### src/include/i2cst_map.vh
`ifndef I2CST_MAP_VH
`define I2CST_MAP_VH
// register byte offsets
`define I2CST_OFF_CLOCK_CONFIG 8'h1c
`define I2CST_OFF_RISE_TIME 8'h20
`define I2CST_OFF_FAST_PLUS 8'h90
`define I2CST_OFF_CONTROL 8'h94
`define I2CST_OFF_STATUS 8'h98
// field positions
`define I2CST_FAST_BIT 15
`define I2CST_DUTY_BIT 14
`define I2CST_PERIOD_MSB 11
`define I2CST_RISE_MSB 6
`define I2CST_FMP_BIT 0
`define I2CST_RUN_BIT 0
// reset values
`define I2CST_CLOCK_CONFIG_RST 32'h0000_0000
`define I2CST_RISE_TIME_RST 7'h02
`define I2CST_FAST_PLUS_RST 1'b0
// timing multipliers of the period count
`define I2CST_MUL_STD_HIGH 5'h01
`define I2CST_MUL_STD_LOW 5'h01
`define I2CST_MUL_FAST_HIGH 5'h01
`define I2CST_MUL_FAST_LOW 5'h02
`define I2CST_MUL_DUTY_HIGH 5'h09
`define I2CST_MUL_DUTY_LOW 5'h10
// axi responses
`define I2CST_RESP_OKAY 2'h0
`define I2CST_RESP_SLVERR 2'h2
`endif

### src/hw/i2cst_half_timer.v
`timescale 1ns/1ps
`include "i2cst_map.vh"
module i2cst_half_timer #(
  parameter CW = 17
) (
  input wire clk,
  input wire arst_n,
  input wire run,
  input wire [CW-1:0] half_high,
  input wire [CW-1:0] half_low,
  output reg scl_level,
  output reg toggle
);
  reg [CW-1:0] count;
  reg [CW-1:0] next_count;
  reg next_level;
  reg next_toggle;

  // counts peripheral clocks per half period, reloads at each edge of scl
  always @* begin
    next_count = count;
    next_level = scl_level;
    next_toggle = 1'b0;
    if (!run) begin
      next_count = half_high;
      next_level = 1'b1;
    end else if (count <= {{(CW-1){1'b0}}, 1'b1}) begin
      next_level = ~scl_level;
      next_toggle = 1'b1;
      next_count = scl_level ? half_low : half_high;
    end else begin
      next_count = count - {{(CW-1){1'b0}}, 1'b1};
    end
  end

  always @(posedge clk or negedge arst_n) begin
    if (!arst_n) begin
      count <= {CW{1'b0}};
      scl_level <= 1'b1;
      toggle <= 1'b0;
    end else begin
      count <= next_count;
      scl_level <= next_level;
      toggle <= next_toggle;
    end
  end
endmodule

### src/hw/i2cst_scl_timing.v
`timescale 1ns/1ps
`include "i2cst_map.vh"
module i2cst_scl_timing #(
  parameter PW = 12,
  parameter CW = 17
) (
  input wire clk,
  input wire arst_n,
  input wire [7:0] s_axi_awaddr,
  input wire s_axi_awvalid,
  output wire s_axi_awready,
  input wire [31:0] s_axi_wdata,
  input wire [3:0] s_axi_wstrb,
  input wire s_axi_wvalid,
  output wire s_axi_wready,
  output reg [1:0] s_axi_bresp,
  output reg s_axi_bvalid,
  input wire s_axi_bready,
  input wire [7:0] s_axi_araddr,
  input wire s_axi_arvalid,
  output wire s_axi_arready,
  output reg [31:0] s_axi_rdata,
  output reg [1:0] s_axi_rresp,
  output reg s_axi_rvalid,
  input wire s_axi_rready,
  output wire scl_out,
  output wire scl_oe_n,
  output wire fast_plus_enable,
  output wire [6:0] rise_time_limit
);
  ////////////////////////////////////////////////////////////////////////////
  // registers
  reg fast_speed;
  reg duty_select;
  reg [PW-1:0] scl_period_count;
  reg [6:0] rise_time;
  reg fast_plus;
  reg run;
  reg [7:0] aw_addr;
  reg aw_held;
  reg [31:0] w_data;
  reg [3:0] w_strb;
  reg w_held;
  wire scl_level;
  wire scl_toggle;
  reg [CW-1:0] half_high;
  reg [CW-1:0] half_low;
  reg [4:0] mul_high;
  reg [4:0] mul_low;
  reg [15:0] edge_count;

  // next values of the configuration and of the read answer
  reg next_fast_speed;
  reg next_duty_select;
  reg [PW-1:0] next_period_count;
  reg [6:0] next_rise_time;
  reg next_fast_plus;
  reg next_run;
  reg [31:0] next_rdata;
  reg [1:0] next_rresp;

  ////////////////////////////////////////////////////////////////////////////
  // register offsets as bytes and as word indices of the decoded address
  localparam [7:0] OFF_CLK = `I2CST_OFF_CLOCK_CONFIG;
  localparam [7:0] OFF_RISE = `I2CST_OFF_RISE_TIME;
  localparam [7:0] OFF_FMP = `I2CST_OFF_FAST_PLUS;
  localparam [7:0] OFF_CTL = `I2CST_OFF_CONTROL;
  localparam [7:0] OFF_STS = `I2CST_OFF_STATUS;
  // decode looks at bits 7:2 only, so sub-word offsets alias to their word
  localparam [5:0] IDX_CLK = OFF_CLK[7:2];
  localparam [5:0] IDX_RISE = OFF_RISE[7:2];
  localparam [5:0] IDX_FMP = OFF_FMP[7:2];
  localparam [5:0] IDX_CTL = OFF_CTL[7:2];
  localparam [5:0] IDX_STS = OFF_STS[7:2];

  ////////////////////////////////////////////////////////////////////////////
  // write channel: address and data are taken in either order
  assign s_axi_awready = !aw_held && !s_axi_bvalid;
  assign s_axi_wready = !w_held && !s_axi_bvalid;

  wire aw_fire = s_axi_awvalid && s_axi_awready;
  wire w_fire = s_axi_wvalid && s_axi_wready;
  wire have_aw = aw_held || aw_fire;
  wire have_w = w_held || w_fire;
  wire [7:0] wr_addr = aw_held ? aw_addr : s_axi_awaddr;
  wire [31:0] wr_data = w_held ? w_data : s_axi_wdata;
  wire [3:0] wr_strb = w_held ? w_strb : s_axi_wstrb;
  wire do_write = have_aw && have_w && !s_axi_bvalid;

  // address decode of the write
  wire wr_hit_clk = wr_addr[7:2] == IDX_CLK;
  wire wr_hit_rise = wr_addr[7:2] == IDX_RISE;
  wire wr_hit_fmp = wr_addr[7:2] == IDX_FMP;
  wire wr_hit_ctl = wr_addr[7:2] == IDX_CTL;
  wire wr_hit_sts = wr_addr[7:2] == IDX_STS;
  wire wr_known = wr_hit_clk || wr_hit_rise || wr_hit_fmp || wr_hit_ctl || wr_hit_sts;

  // hold taken address or data until its partner arrives
  always @(posedge clk or negedge arst_n) begin
    if (!arst_n) begin
      aw_held <= 1'b0;
      w_held <= 1'b0;
      aw_addr <= 8'h00;
      w_data <= 32'h0000_0000;
      w_strb <= 4'h0;
    end else begin
      if (do_write) begin
        aw_held <= 1'b0;
        w_held <= 1'b0;
      end else begin
        if (aw_fire) begin
          aw_held <= 1'b1;
          aw_addr <= s_axi_awaddr;
        end
        if (w_fire) begin
          w_held <= 1'b1;
          w_data <= s_axi_wdata;
          w_strb <= s_axi_wstrb;
        end
      end
    end
  end

  // write response follows both halves
  always @(posedge clk or negedge arst_n) begin
    if (!arst_n) begin
      s_axi_bvalid <= 1'b0;
      s_axi_bresp <= `I2CST_RESP_OKAY;
    end else if (do_write) begin
      s_axi_bvalid <= 1'b1;
      s_axi_bresp <= wr_known ? `I2CST_RESP_OKAY : `I2CST_RESP_SLVERR;
    end else if (s_axi_bready) begin
      s_axi_bvalid <= 1'b0;
    end
  end

  ////////////////////////////////////////////////////////////////////////////
  // configuration registers; byte lanes honoured, reserved bits dropped
  // lane 0 carries bits 7:0 and lane 1 bits 15:8; the upper lanes are reserved
  always @* begin
    next_fast_speed = fast_speed;
    next_duty_select = duty_select;
    next_period_count = scl_period_count;
    next_rise_time = rise_time;
    next_fast_plus = fast_plus;
    next_run = run;
    // nothing moves until both halves of a write are had
    if (do_write && wr_hit_clk) begin
      if (wr_strb[0]) begin
        next_period_count[7:0] = wr_data[7:0];
      end
      if (wr_strb[1]) begin
        next_period_count[PW-1:8] = wr_data[PW-1:8];
        next_duty_select = wr_data[`I2CST_DUTY_BIT];
        next_fast_speed = wr_data[`I2CST_FAST_BIT];
      end
    end
    if (do_write && wr_hit_rise && wr_strb[0]) begin
      next_rise_time = wr_data[`I2CST_RISE_MSB:0];
    end
    if (do_write && wr_hit_fmp && wr_strb[0]) begin
      next_fast_plus = wr_data[`I2CST_FMP_BIT];
    end
    if (do_write && wr_hit_ctl && wr_strb[0]) begin
      next_run = wr_data[`I2CST_RUN_BIT];
    end
  end

  // configuration flip-flops, reset to their documented values
  always @(posedge clk or negedge arst_n) begin
    if (!arst_n) begin
      fast_speed <= 1'b0;
      duty_select <= 1'b0;
      scl_period_count <= {PW{1'b0}};
      rise_time <= `I2CST_RISE_TIME_RST;
      fast_plus <= `I2CST_FAST_PLUS_RST;
      run <= 1'b0;
    end else begin
      fast_speed <= next_fast_speed;
      duty_select <= next_duty_select;
      scl_period_count <= next_period_count;
      rise_time <= next_rise_time;
      fast_plus <= next_fast_plus;
      run <= next_run;
    end
  end

  ////////////////////////////////////////////////////////////////////////////
  // read channel: one read at a time, data from a register
  assign s_axi_arready = !s_axi_rvalid;

  // read data mux; reserved and unused bits read as zero
  always @* begin
    next_rdata = 32'h0000_0000;
    next_rresp = `I2CST_RESP_OKAY;
    case (s_axi_araddr[7:2])
      IDX_CLK: begin
        next_rdata[`I2CST_FAST_BIT] = fast_speed;
        next_rdata[`I2CST_DUTY_BIT] = duty_select;
        next_rdata[PW-1:0] = scl_period_count;
      end
      IDX_RISE: begin
        next_rdata[`I2CST_RISE_MSB:0] = rise_time;
      end
      IDX_FMP: begin
        next_rdata[`I2CST_FMP_BIT] = fast_plus;
      end
      IDX_CTL: begin
        next_rdata[`I2CST_RUN_BIT] = run;
      end
      // status: bit 0 the scl level, the upper half the edge count
      IDX_STS: begin
        next_rdata[0] = scl_level;
        next_rdata[31:16] = edge_count;
      end
      // unmapped words answer with an error and zero data
      default: begin
        next_rresp = `I2CST_RESP_SLVERR;
      end
    endcase
  end

  // read answer stands until taken
  always @(posedge clk or negedge arst_n) begin
    if (!arst_n) begin
      s_axi_rvalid <= 1'b0;
      s_axi_rdata <= 32'h0000_0000;
      s_axi_rresp <= `I2CST_RESP_OKAY;
    end else if (s_axi_arvalid && s_axi_arready) begin
      s_axi_rvalid <= 1'b1;
      s_axi_rresp <= next_rresp;
      s_axi_rdata <= next_rdata;
    end else if (s_axi_rready) begin
      s_axi_rvalid <= 1'b0;
    end
  end

  ////////////////////////////////////////////////////////////////////////////
  // half period lengths from speed and duty selection
  always @* begin
    if (!fast_speed) begin
      mul_high = `I2CST_MUL_STD_HIGH;
      mul_low = `I2CST_MUL_STD_LOW;
    end else if (!duty_select) begin
      mul_high = `I2CST_MUL_FAST_HIGH;
      mul_low = `I2CST_MUL_FAST_LOW;
    end else begin
      mul_high = `I2CST_MUL_DUTY_HIGH;
      mul_low = `I2CST_MUL_DUTY_LOW;
    end
    // widen both factors so the product keeps all of its bits
    half_high = {{(CW-PW){1'b0}}, scl_period_count} * {{(CW-5){1'b0}}, mul_high};
    half_low = {{(CW-PW){1'b0}}, scl_period_count} * {{(CW-5){1'b0}}, mul_low};
  end

  ////////////////////////////////////////////////////////////////////////////
  // scl generator
  i2cst_half_timer #(
    .CW(CW)
  ) u_timer (
    .clk(clk),
    .arst_n(arst_n),
    .run(run),
    .half_high(half_high),
    .half_low(half_low),
    .scl_level(scl_level),
    .toggle(scl_toggle)
  );

  // count of scl edges, readable as status
  always @(posedge clk or negedge arst_n) begin
    if (!arst_n) begin
      edge_count <= 16'h0000;
    end else if (!run) begin
      edge_count <= 16'h0000;
    end else if (scl_toggle) begin
      edge_count <= edge_count + 16'h0001;
    end
  end

  ////////////////////////////////////////////////////////////////////////////
  // open drain: enable low pulls the line, released high
  assign scl_out = 1'b0;
  assign scl_oe_n = scl_level;

  // configuration copies for the pad and the rise-time logic outside
  assign fast_plus_enable = fast_plus;
  assign rise_time_limit = rise_time;
endmodule

### config.mk
export PLATFORM = sky130hd
export DESIGN_NAME = i2cst_scl_timing
export DESIGN_NICKNAME = d
export VERILOG_FILES = /design/src/hw/i2cst_half_timer.v /design/src/hw/i2cst_scl_timing.v
export VERILOG_INCLUDE_DIRS = /design/src /design/src/include
export SDC_FILE = /design/constraint.sdc
export NUM_CORES = 1
export LEC_CHECK = 0
export ABC_AREA = 1
export BUFFER_PORTS_ARGS = -buffer_cell sky130_fd_sc_hd__buf_2
export CAP_MARGIN = 40
export CORE_MARGIN = 5
export CORE_UTILIZATION = 51
export DETAILED_ROUTE_END_ITERATION = 10
export GPL_ROUTABILITY_DRIVEN = 0
export PLACE_DENSITY = 0.84
export SLEW_MARGIN = 40
export SYNTH_ARGS = -nofsm -noshare
export SYNTH_HDL_FRONTEND = slang
export SYNTH_HIERARCHICAL = 1
export SYNTH_SLANG_ARGS = --single-unit
### constraint.sdc
create_clock -name clk -period 3.4 [get_ports clk]
set_clock_uncertainty 0.15 [all_clocks]
set_input_delay 0.68 -clock clk [delete_from_list [all_inputs] [get_ports clk]]
set_output_delay 0.68 -clock clk [all_outputs]
set_load 0.005 [all_outputs]
==> impl_metrics.toml, run 1 <==
[run_status]
status = "finished, final reports clean"

[setup_path]
reg2reg_to = "u_timer/count[15]"
path_max_fanout = 5
arrival_ns = 3.48
crit_required_ns = 3.55
r2r-start = "fast_speed"
end_kind = "register"
critical_path_class = "register to register"
cp-start-kind = "register"
r2r_setup_slack_ns = 0.07
rr_worst_depth = 17

[yosys]
syn_area_um2 = 8360
ys_seq_area_frac = 0.348
ys_top_cells_by_count = "332 x nand2_1, 143 x inv_1, 114 x dfrtp_1, 113 x nor2_1, 56 x o21ai_0"
synth_top_cell_by_area = "dfrtp_1"
synth_cells = 1118
yosys_warnings = 6
async_flop_share = 1.00
synth.top_cell.area_share = 0.341
syn_avg_cell_area_um2 = 7.48
synth_edf_count = 0
synth_most_common_cell = "nand2_1"
ys.flop_type = "dfrtp_1"
ys_seq_elements = 116
synthTopCellsByArea = "dfrtp_1 34%, nand2_1 15%, ha_1 7.3%, inv_1 6.4%, nor2_1 5.1%"
synth_cell_type_count = 49

[cts]
cts-hold-fix-buffers = 0
clockBufferDepth = 2
cts-root-buf = "clkbuf_16"
htree_levels = 4
cts.sinks = 116
cts_made_buffers = 17
cts_tree = "yes"
path_clk_slew_ns = 0.05
clkLatencyLatePin_ns = 0.42

[sta]
setup_ws_ns = 0.0734
slew_headroom = 0.557
period_minus_slack_ns = 3.33
drv_slew = 0
worstMarginPinSlew_ns = 0.664
hold_viol = 0
rsz0062_at_grt = "true"
fmaxAchievable_mhz = 301
hold_ws_ns = 0.147
setup_violations = 0
finalCritPeriodShare = 0.978

[pwr]
total_power_uw = 6910
power_density_nw_per_um2 = 703
p_leak_uw = 0.00542
ir_drop_uv = 537

[die]
pin_count = 110
initial_utilization = 0.522
core_area_um2 = 16000
fp-row-count = 46
dieArea_um2 = 19000
die_height_um = 138
die_w_um = 138

[drt]
routedWlPerCell_um = 14.6
drc = 0
drt-total-wl_mm = 21.0
num_vias = 7619
drt_iter0_drc = 563
firstDrtPassIters = 5
viasPerCell = 5.28
ant_nets = 0

[cells_and_area]
register_area_um2 = 2910
multi_input_area_um2 = 4870
num-nets-final = 1332
fill_cells = 1322
num_antenna_cells = 0
drive_above_1_share = 0.213
syn_to_final_growth_pct = 17.7

[global_route]
grt_first_pass_wirelength_mm = 35.2
gr-usage-all-layers = 0.219
grt-ovfl-total = 0
grt_antenna_before_repair = 0
grt_pass1_vias = 7429
grt_max_degree = 52

[placed_design]
dp_slack_ns = -0.0504
dp_hpwl_mm = 15.4
port_buffers = 80

[hold_path]
hold_class = "input pin to asynchronous set/reset pin"

[job]
max-cap-violations = 0
==> through the flow <==
stage | area [µm²] | cells | util | TNS [ns]
after floorplan | 8380 | 1124 | - | 0
after global placement | 9030 | 1409 | 0.564 | 0
after detailed placement | 9030 | 1409 | 0.564 | -0.117
after CTS | 9690 | 1441 | 0.606 | 0
after global routing | 9840 | 1444 | 0.615 | -0.125
final | 9840 | 1444 | 0.615 | 0
==> report_power, final <==
part / switching, µW / internal, µW / leakage, µW
registers: 342 / 1680 / 0.00153
logic: 1870 / 1050 / 0.00357
clock network: 621 / 1350 / 0.000320
total: 2830 / 4080 / 0.00542
==> registers in the layout, indices dropped and copies added (netlist names), 2 cells and up <==
signal and cells:
s_axi_rdata 30, aw_addr 6, edge_count 16, rise_time_limit 7
scl_period_count 12, w_data 14, w_strb 2, u_timer/count 17
==> worst max-delay path by stage <==
stage	from	to	slack, ns	depth (start not counted)
3_3_place_gp	fast_speed	u_timer/count[15]	0.003	16
6_report	fast_speed	u_timer/count[15]	0.07	17
3_5_place_dp	fast_speed	u_timer/count[14]	-0.05	15
2_1_floorplan	fast_speed	u_timer/count[15]	0.009	22
5_1_grt	fast_speed	u_timer/count[15]	-0.09	17
4_1_cts	fast_speed	u_timer/count[14]	0.03	15
==> critical path: stages (launching register included) <==
cell,delay (ns)
dfrtp_2,0.42
inv_2,0.07
or2_4,0.28
nor2_1,0.12
ha_1,0.16
inv_1,0.06
fa_1,0.51
inv_1,0.07
ha_4,0.26
a21oi_1,0.22
nand2_1,0.14
a21oi_2,0.17
nand2_1,0.06
nand2_1,0.05
nand2_1,0.05
mux2_2,0.27
nor2_2,0.10
nor2_1,0.06
==> layout make-up <==
type	instances	area share
clock buffer	22	0.0482
clock inverter	10	0.0181
inverter	147	0.0561
multi-input combinational	831	0.495
sequential	116	0.296
tap	216	0.0275
timing repair buffer	102	0.0590
==> cells in the final DEF (no fill, tap or decap), types with 8 or more instances in the layout <==
master / n
nand4_1: 22
nand2_2: 27
buf_4: 22
fa_1: 9
dfrtp_1: 111
o21ai_0: 55
nand3_2: 21
nand2_1: 326
nor2_1: 108
buf_2: 79
a21oi_1: 16
xnor2_1: 10
inv_1: 140
nand3_1: 46
ha_1: 42
nor2_2: 13
clkbuf_16: 17
xor2_1: 14
mux2_2: 14
nand2_4: 8
o31ai_1: 16
==> cells by family after synthesis <==
family / synth area share
xor gates and xnor gates: 0.0251
DFF: 0.348
and+or+nand+nor: 0.334
muxes: 0.0225
adders and majority gates: 0.0949
other: 0.000449
AOI/OAI and AO/OA: 0.0873
buffers and inverters: 0.0883
==> layer usage <==
layer  wire length, µm  GRT usage  vias to the layer above
met2             10100      0.367                      271
met3              1420     0.0441                       46
met1              8990      0.283                     3541
li1                  -          -                     3761
met5                 0          0                        -
met4               577     0.0801                        0
==> timing repair <==
| action | in CTS | in global routing |
|---|---|---|
| gates cloned | 0 | 1 |
| setup buffers | 0 | 2 |
| pin swaps | 0 | 7 |
| setup endpoints to repair | 6 | 10 |
| gates resized for setup | 3 | 28 |
(Power assumes the default switching activity.)
==> inputs of run 2 (changes only) <==
--- a/config.mk
+++ b/config.mk
@@ -12,6 +12,6 @@
 export CORE_MARGIN = 5
-export CORE_UTILIZATION = 51
+export CORE_UTILIZATION = 30
 export DETAILED_ROUTE_END_ITERATION = 10
 export GPL_ROUTABILITY_DRIVEN = 0
-export PLACE_DENSITY = 0.84
+export PLACE_DENSITY = 0.58
 export SLEW_MARGIN = 40
--- a/constraint.sdc
+++ b/constraint.sdc
@@ -4,2 +4,2 @@
 set_output_delay 0.68 -clock clk [all_outputs]
-set_load 0.005 [all_outputs]
+set_load 0.01 [all_outputs]
==> run 2 against run 1 <==
Compared with the run above: sequential power about the same; power down 1.5%; cell count up 13%; global-route usage down 7.5 points; first-iteration DRC count down 41%; critical endpoint is now u_timer/count[16].
==> impl_metrics.toml, run 2 (synthesized netlist as in run 1, its figures left out) <==
[drt]
viasPerCell = 4.51
firstDrtPassIters = 5
ant_nets = 0
num_vias = 7352
drc = 0
routedWlPerCell_um = 13.4
drt_iter0_drc = 331
drt-total-wl_mm = 21.9

[cells_and_area]
post-route-util = 0.372
final_common_cell = "nand2_1"
fill_cells = 2940
reg_top3 = "s_axi_rdata: 30 flops, u_timer/count: 17 flops, edge_count: 16 flops"
drive_above_1_share = 0.240
largest-register = "s_axi_rdata"
final_cell_mix = "321 x nand2_1, 139 x inv_1, 112 x dfrtp_1"
design_area_um2 = 10300
num_antenna_cells = 0
num-nets-final = 1356
largest_reg_flops = 30
syn_to_final_growth_pct = 22.8

[cts]
htree_levels = 4
cts.sinks = 116
clkLatencyLatePin_ns = 0.42
cts-root-buf = "clkbuf_16"
clockBufferDepth = 2
path_clk_slew_ns = 0.06
cts_made_buffers = 17
cts_tree = "yes"

[setup_path]
cp-start-kind = "register"
endpoint = "u_timer/count[16]"
timing.critical_path.from = "fast_speed"
critical_path_class = "register to register"
r2r-start = "fast_speed"
reg2reg_to = "u_timer/count[16]"
crit_required_ns = 3.56
arrival_ns = 3.43
end_kind = "register"
path_max_fanout = 5
r2r_setup_slack_ns = 0.13
rr_worst_depth = 15

[die]
die_w_um = 177
pin_count = 110
initial_utilization = 0.303
dieArea_um2 = 31300
die_height_um = 177
core_area_um2 = 27600
fp-row-count = 61

[sta]
period_minus_slack_ns = 3.27
drv_slew = 0
hold_ws_ns = 0.0619
setup-tns-final_ns = 0
worstMarginPinSlew_ns = 0.770
hold_viol = 0
slew_headroom = 0.487
fmaxAchievable_mhz = 306
setup_violations = 0
finalCritPeriodShare = 0.963

[placed_design]
dp_hpwl_mm = 16.8
port_buffers = 80
place_area_um2 = 9410

[pwr]
power_frac_comb = 0.438
p_leak_uw = 0.00549
power_density_nw_per_um2 = 663
p_sw_uw = 2940
p_int_uw = 3870
total_power_uw = 6810
pwr-share-clk = 0.265
ir_drop_uv = 490
switching_share = 0.431
seqPwrFrac = 0.297

[global_route]
grt_first_pass_wirelength_mm = 36.7
grt_max_degree = 74
grt_pass1_vias = 7285
grt_antenna_before_repair = 0
gr-usage-all-layers = 0.144
grt-ovfl-total = 0

[run_status]
status = "finished, final reports clean"

[hold_path]
hold_class = "input pin to asynchronous set/reset pin"

[job]
max-cap-violations = 0
[run 2: cell count changes in the layout (fill, tap and decap cells not counted), moves of 3 or more]
cell and delta:
buf_4 +23, inv_6 +5, nand2_1 -5, clkinv_2 -4
clkinv_4 +4, nand2_2 +4, bufinv_16 -3, clkbuf_8 -3
ha_1 -3, ha_4 +3
[run 2: what timing repair did]
item / 4_1_cts / 5_1_grt
hold endpoints to repair: 0 / 0
endpoints found under the setup margin: 10 / 11
pin swaps: 0 / 10
buffers inserted: 0 / 2
cloned: 0 / 1
hold buffers: 0 / 0
resized for setup: 4 / 45
[run 2: metal layers]
layer,vias to the layer above,part of all wire,track usage
li1,3808,-,-
met1,3396,0.49,0.202
met2,123,0.46,0.231
met3,25,0.034,0.0246
met4,0,0.016,0.0393
met5,-,0,0
[run 2: final cells by class]
cell class | count | area, µm² | area share
clock buffer | 17 | 425 | 0.0414
multi-input combinational | 831 | 4970 | 0.484
tap | 378 | 473 | 0.0461
inverter | 147 | 552 | 0.0537
timing repair buffer | 126 | 764 | 0.0745
sequential | 116 | 2910 | 0.283
clock inverter | 15 | 173 | 0.0168
[run 2: through the flow]
| stage | worst slack (ns) | std cells |
|---|---|---|
| detailed placement | -0.119 | 1595 |
| finish | 0.127 | 1630 |
| floorplan | 0.00864 | 1124 |
| global placement | -0.0765 | 1595 |
| CTS | 0.00852 | 1627 |
| global route | -0.0291 | 1630 |
[run 2: worst min path at each step]
| stage | cells after the start | slack (ns) | from | end |
|---|---|---|---|---|
| 6_report | 1 | 0.06 | arst_n | aw_addr[5] |
| 4_1_cts | 1 | 0.07 | arst_n | aw_addr[5] |
| 3_3_place_gp | 2 | 0.31 | aw_addr[2] | aw_addr[2] |
| 5_1_grt | 1 | 0.09 | arst_n | aw_addr[5] |
| 3_5_place_dp | 2 | 0.31 | aw_addr[2] | aw_addr[2] |
| 2_1_floorplan | 0 | 0.23 | arst_n | aw_addr[2] |
[run 2: power groups by stage]
stage / combinational (µW) / sequential [µW] / clock (µW)
3_5_place_dp: 2910 / 2040 / 0
2_1_floorplan: 2320 / 1920 / 0
3_3_place_gp: 2890 / 2030 / 0
6_report: 2980 / 2020 / 1810
4_1_cts: 2950 / 2020 / 1850
5_1_grt: 3330 / 2080 / 1920
[run 2: worst max-delay path, cell delays in order, from the launching register on]
cell	delay (ns)
dfrtp_1	0.40
inv_2	0.07
or2_4	0.29
nor2_1	0.11
ha_1	0.26
fa_1	0.57
ha_4	0.24
a21oi_4	0.20
o21ai_1	0.08
nand2_1	0.08
nand3_1	0.10
nand2_1	0.09
nand2_1	0.07
mux2_2	0.29
nor2_4	0.10
nor2_1	0.06
==> inputs of run 3 (changes only) <==
- CORE_UTILIZATION: 30 -> 29
- PLACE_DENSITY: 0.58 -> not set
- PLACE_DENSITY_LB_ADDON: not set -> 0.08
==> run 3 against run 2 <==
Compared with the run above: die area increased by 3.2%; flip-flop and latch count is the same; hold slack gained 0.045 ns; via count down 1.9%; critical endpoint unchanged; sequential power is 2% lower; wire length grew 8.5%; worst setup slack improved by 0.032 ns; first-iteration DRC count up 21%; clock-buffer cell count increased by 1; sequential share of layout area decreased by 0.17 points.
==> impl_metrics.toml, run 3 (synthesized netlist as in run 1, its figures left out) <==
[global_route]
grt_max_degree = 58
grt_antenna_before_repair = 0
grt_pass1_vias = 7317
grt-ovfl-total = 0
gr-usage-all-layers = 0.148
grt_first_pass_wirelength_mm = 39.1

[cells_and_area]
largest-register = "s_axi_rdata"
num-nets-final = 1367
syn_to_final_growth_pct = 23.5
drive_above_1_share = 0.255
num_antenna_cells = 0
post-route-util = 0.362
reg_top3 = "s_axi_rdata: 30 flops, u_timer/count: 17 flops, edge_count: 16 flops"
final_cell_mix = "322 x nand2_1, 135 x inv_1, 113 x dfrtp_1"
largest_reg_flops = 30
final_common_cell = "nand2_1"

[cts]
cts-root-buf = "clkbuf_16"
clockBufferDepth = 2
cts_tree = "yes"
cts.sinks = 116
path_clk_slew_ns = 0.07
htree_levels = 4
clkLatencyLatePin_ns = 0.42
cts_made_buffers = 17

[hold_path]
hold_class = "input pin to asynchronous set/reset pin"

[die]
pin_count = 110
die_height_um = 180
core_area_um2 = 28500
die_w_um = 180
initial_utilization = 0.293
fp-row-count = 62
dieArea_um2 = 32300

[sta]
fmaxAchievable_mhz = 309
worstMarginPinSlew_ns = 0.691
drv_slew = 0
setup-tns-final_ns = 0
slew_headroom = 0.538
period_minus_slack_ns = 3.24
hold_viol = 0
rsz0062_at_grt = "true"
setup_violations = 0
finalCritPeriodShare = 0.953

[setup_path]
r2r-start = "fast_speed"
critical_path_class = "register to register"
cp-start-kind = "register"
end_kind = "register"
arrival_ns = 3.39
crit_required_ns = 3.55
timing.critical_path.from = "fast_speed"
path_max_fanout = 5

[drt]
drt-total-wl_mm = 23.7
wl_met2_mm = 10.8
routedLengthMet1_mm = 12.2
ant_nets = 0
num_vias = 7212
drt_iter0_drc = 402
drc = 0
viasPerCell = 4.38
top_layer = "met4"
dr_wl_met3_um = 505
firstDrtPassIters = 4
routedWlPerCell_um = 14.4

[pwr]
p_leak_uw = 0.00553
ir_drop_uv = 369
power_density_nw_per_um2 = 660

[job]
max-cap-violations = 0

[placed_design]
port_buffers = 80
dp_hpwl_mm = 18.7

[run_status]
status = "finished, final reports clean"
## run 3: cell count changes in the layout (fill, tap and decap cells not counted), sizes merged
cell	change
clkinv	+4
clkinvlp	-1
clkbuf	+1
buf	+11
inv	-3
bufinv	-1
## run 3: worst max-delay path, cell delays in order (launching register included)
cell and delay, ns:
dfrtp_1 0.42, inv_2 0.10, or2_4 0.18, nor2_2 0.04
ha_1 0.27, inv_1 0.05, fa_1 0.54, inv_2 0.05
ha_4 0.25, nand2_1 0.06, nand2_1 0.07, inv_1 0.07
o21ai_1 0.07, nand2_1 0.12, nand3_2 0.08, nand2_1 0.06
nand2_1 0.05, mux2_2 0.26, nor2_1 0.15, nor2_1 0.06
## run 3: timing repair
action	in CTS	in global routing
setup endpoints to repair	7	11
gates cloned	0	1
pin swaps	0	17
endpoints found under the hold margin	0	0
hold buffers	0	0
buffers inserted	0	2
resized for setup	2	55
## run 3: area by class of cell
cell class / instances / area [µm²]
timing repair buffer: 137 / 843
clock buffer: 18 / 439
fill: 3117 / 18200
sequential: 116 / 2910
clock inverter: 14 / 130
multi-input combinational: 831 / 4970
tap: 384 / 480
inverter: 147 / 552
## run 3: worst paths after layout
path | to | slack (ns) | cells after the start
worst max-delay path | u_timer/count[16] | 0.16 | 19
worst min-delay path | aw_addr[2] | 0.11 | 1
worst max register to register | u_timer/count[16] | 0.16 | 19
worst min register to register | s_axi_rdata[1] | 0.32 | 2
max in group asynchronous | u_timer/scl_level | 2.21 | 2
min in group clk | s_axi_bvalid | 0.27 | 2
## run 3: routing by layer
layer / track usage / vias up
li1: - / 3833
met1: 0.211 / 3278
met2: 0.239 / 88
met3: 0.0210 / 13
met4: 0.0338 / 0
met5: 0 / -
## run 3: where the power goes
part	internal [µW]	leakage [µW]	switching [µW]
Combinational	1100	0.00372	1970
Sequential	1680	0.00153	300
Clock	1030	0.000277	731
## run 3: stage by stage
step	hold slack (ns)	power [µW]	setup slack (ns)	instances	instance area (µm²)
after floorplan	0.234	4240	0.00864	1124	8380
after global placement	0.309	5050	-0.0461	1612	9500
after detailed placement	0.312	5040	-0.0653	1612	9500
after CTS	0.123	6870	0.0137	1644	10100
after global routing	0.144	7350	-0.0202	1647	10300
final	0.107	6810	0.159	1647	10300
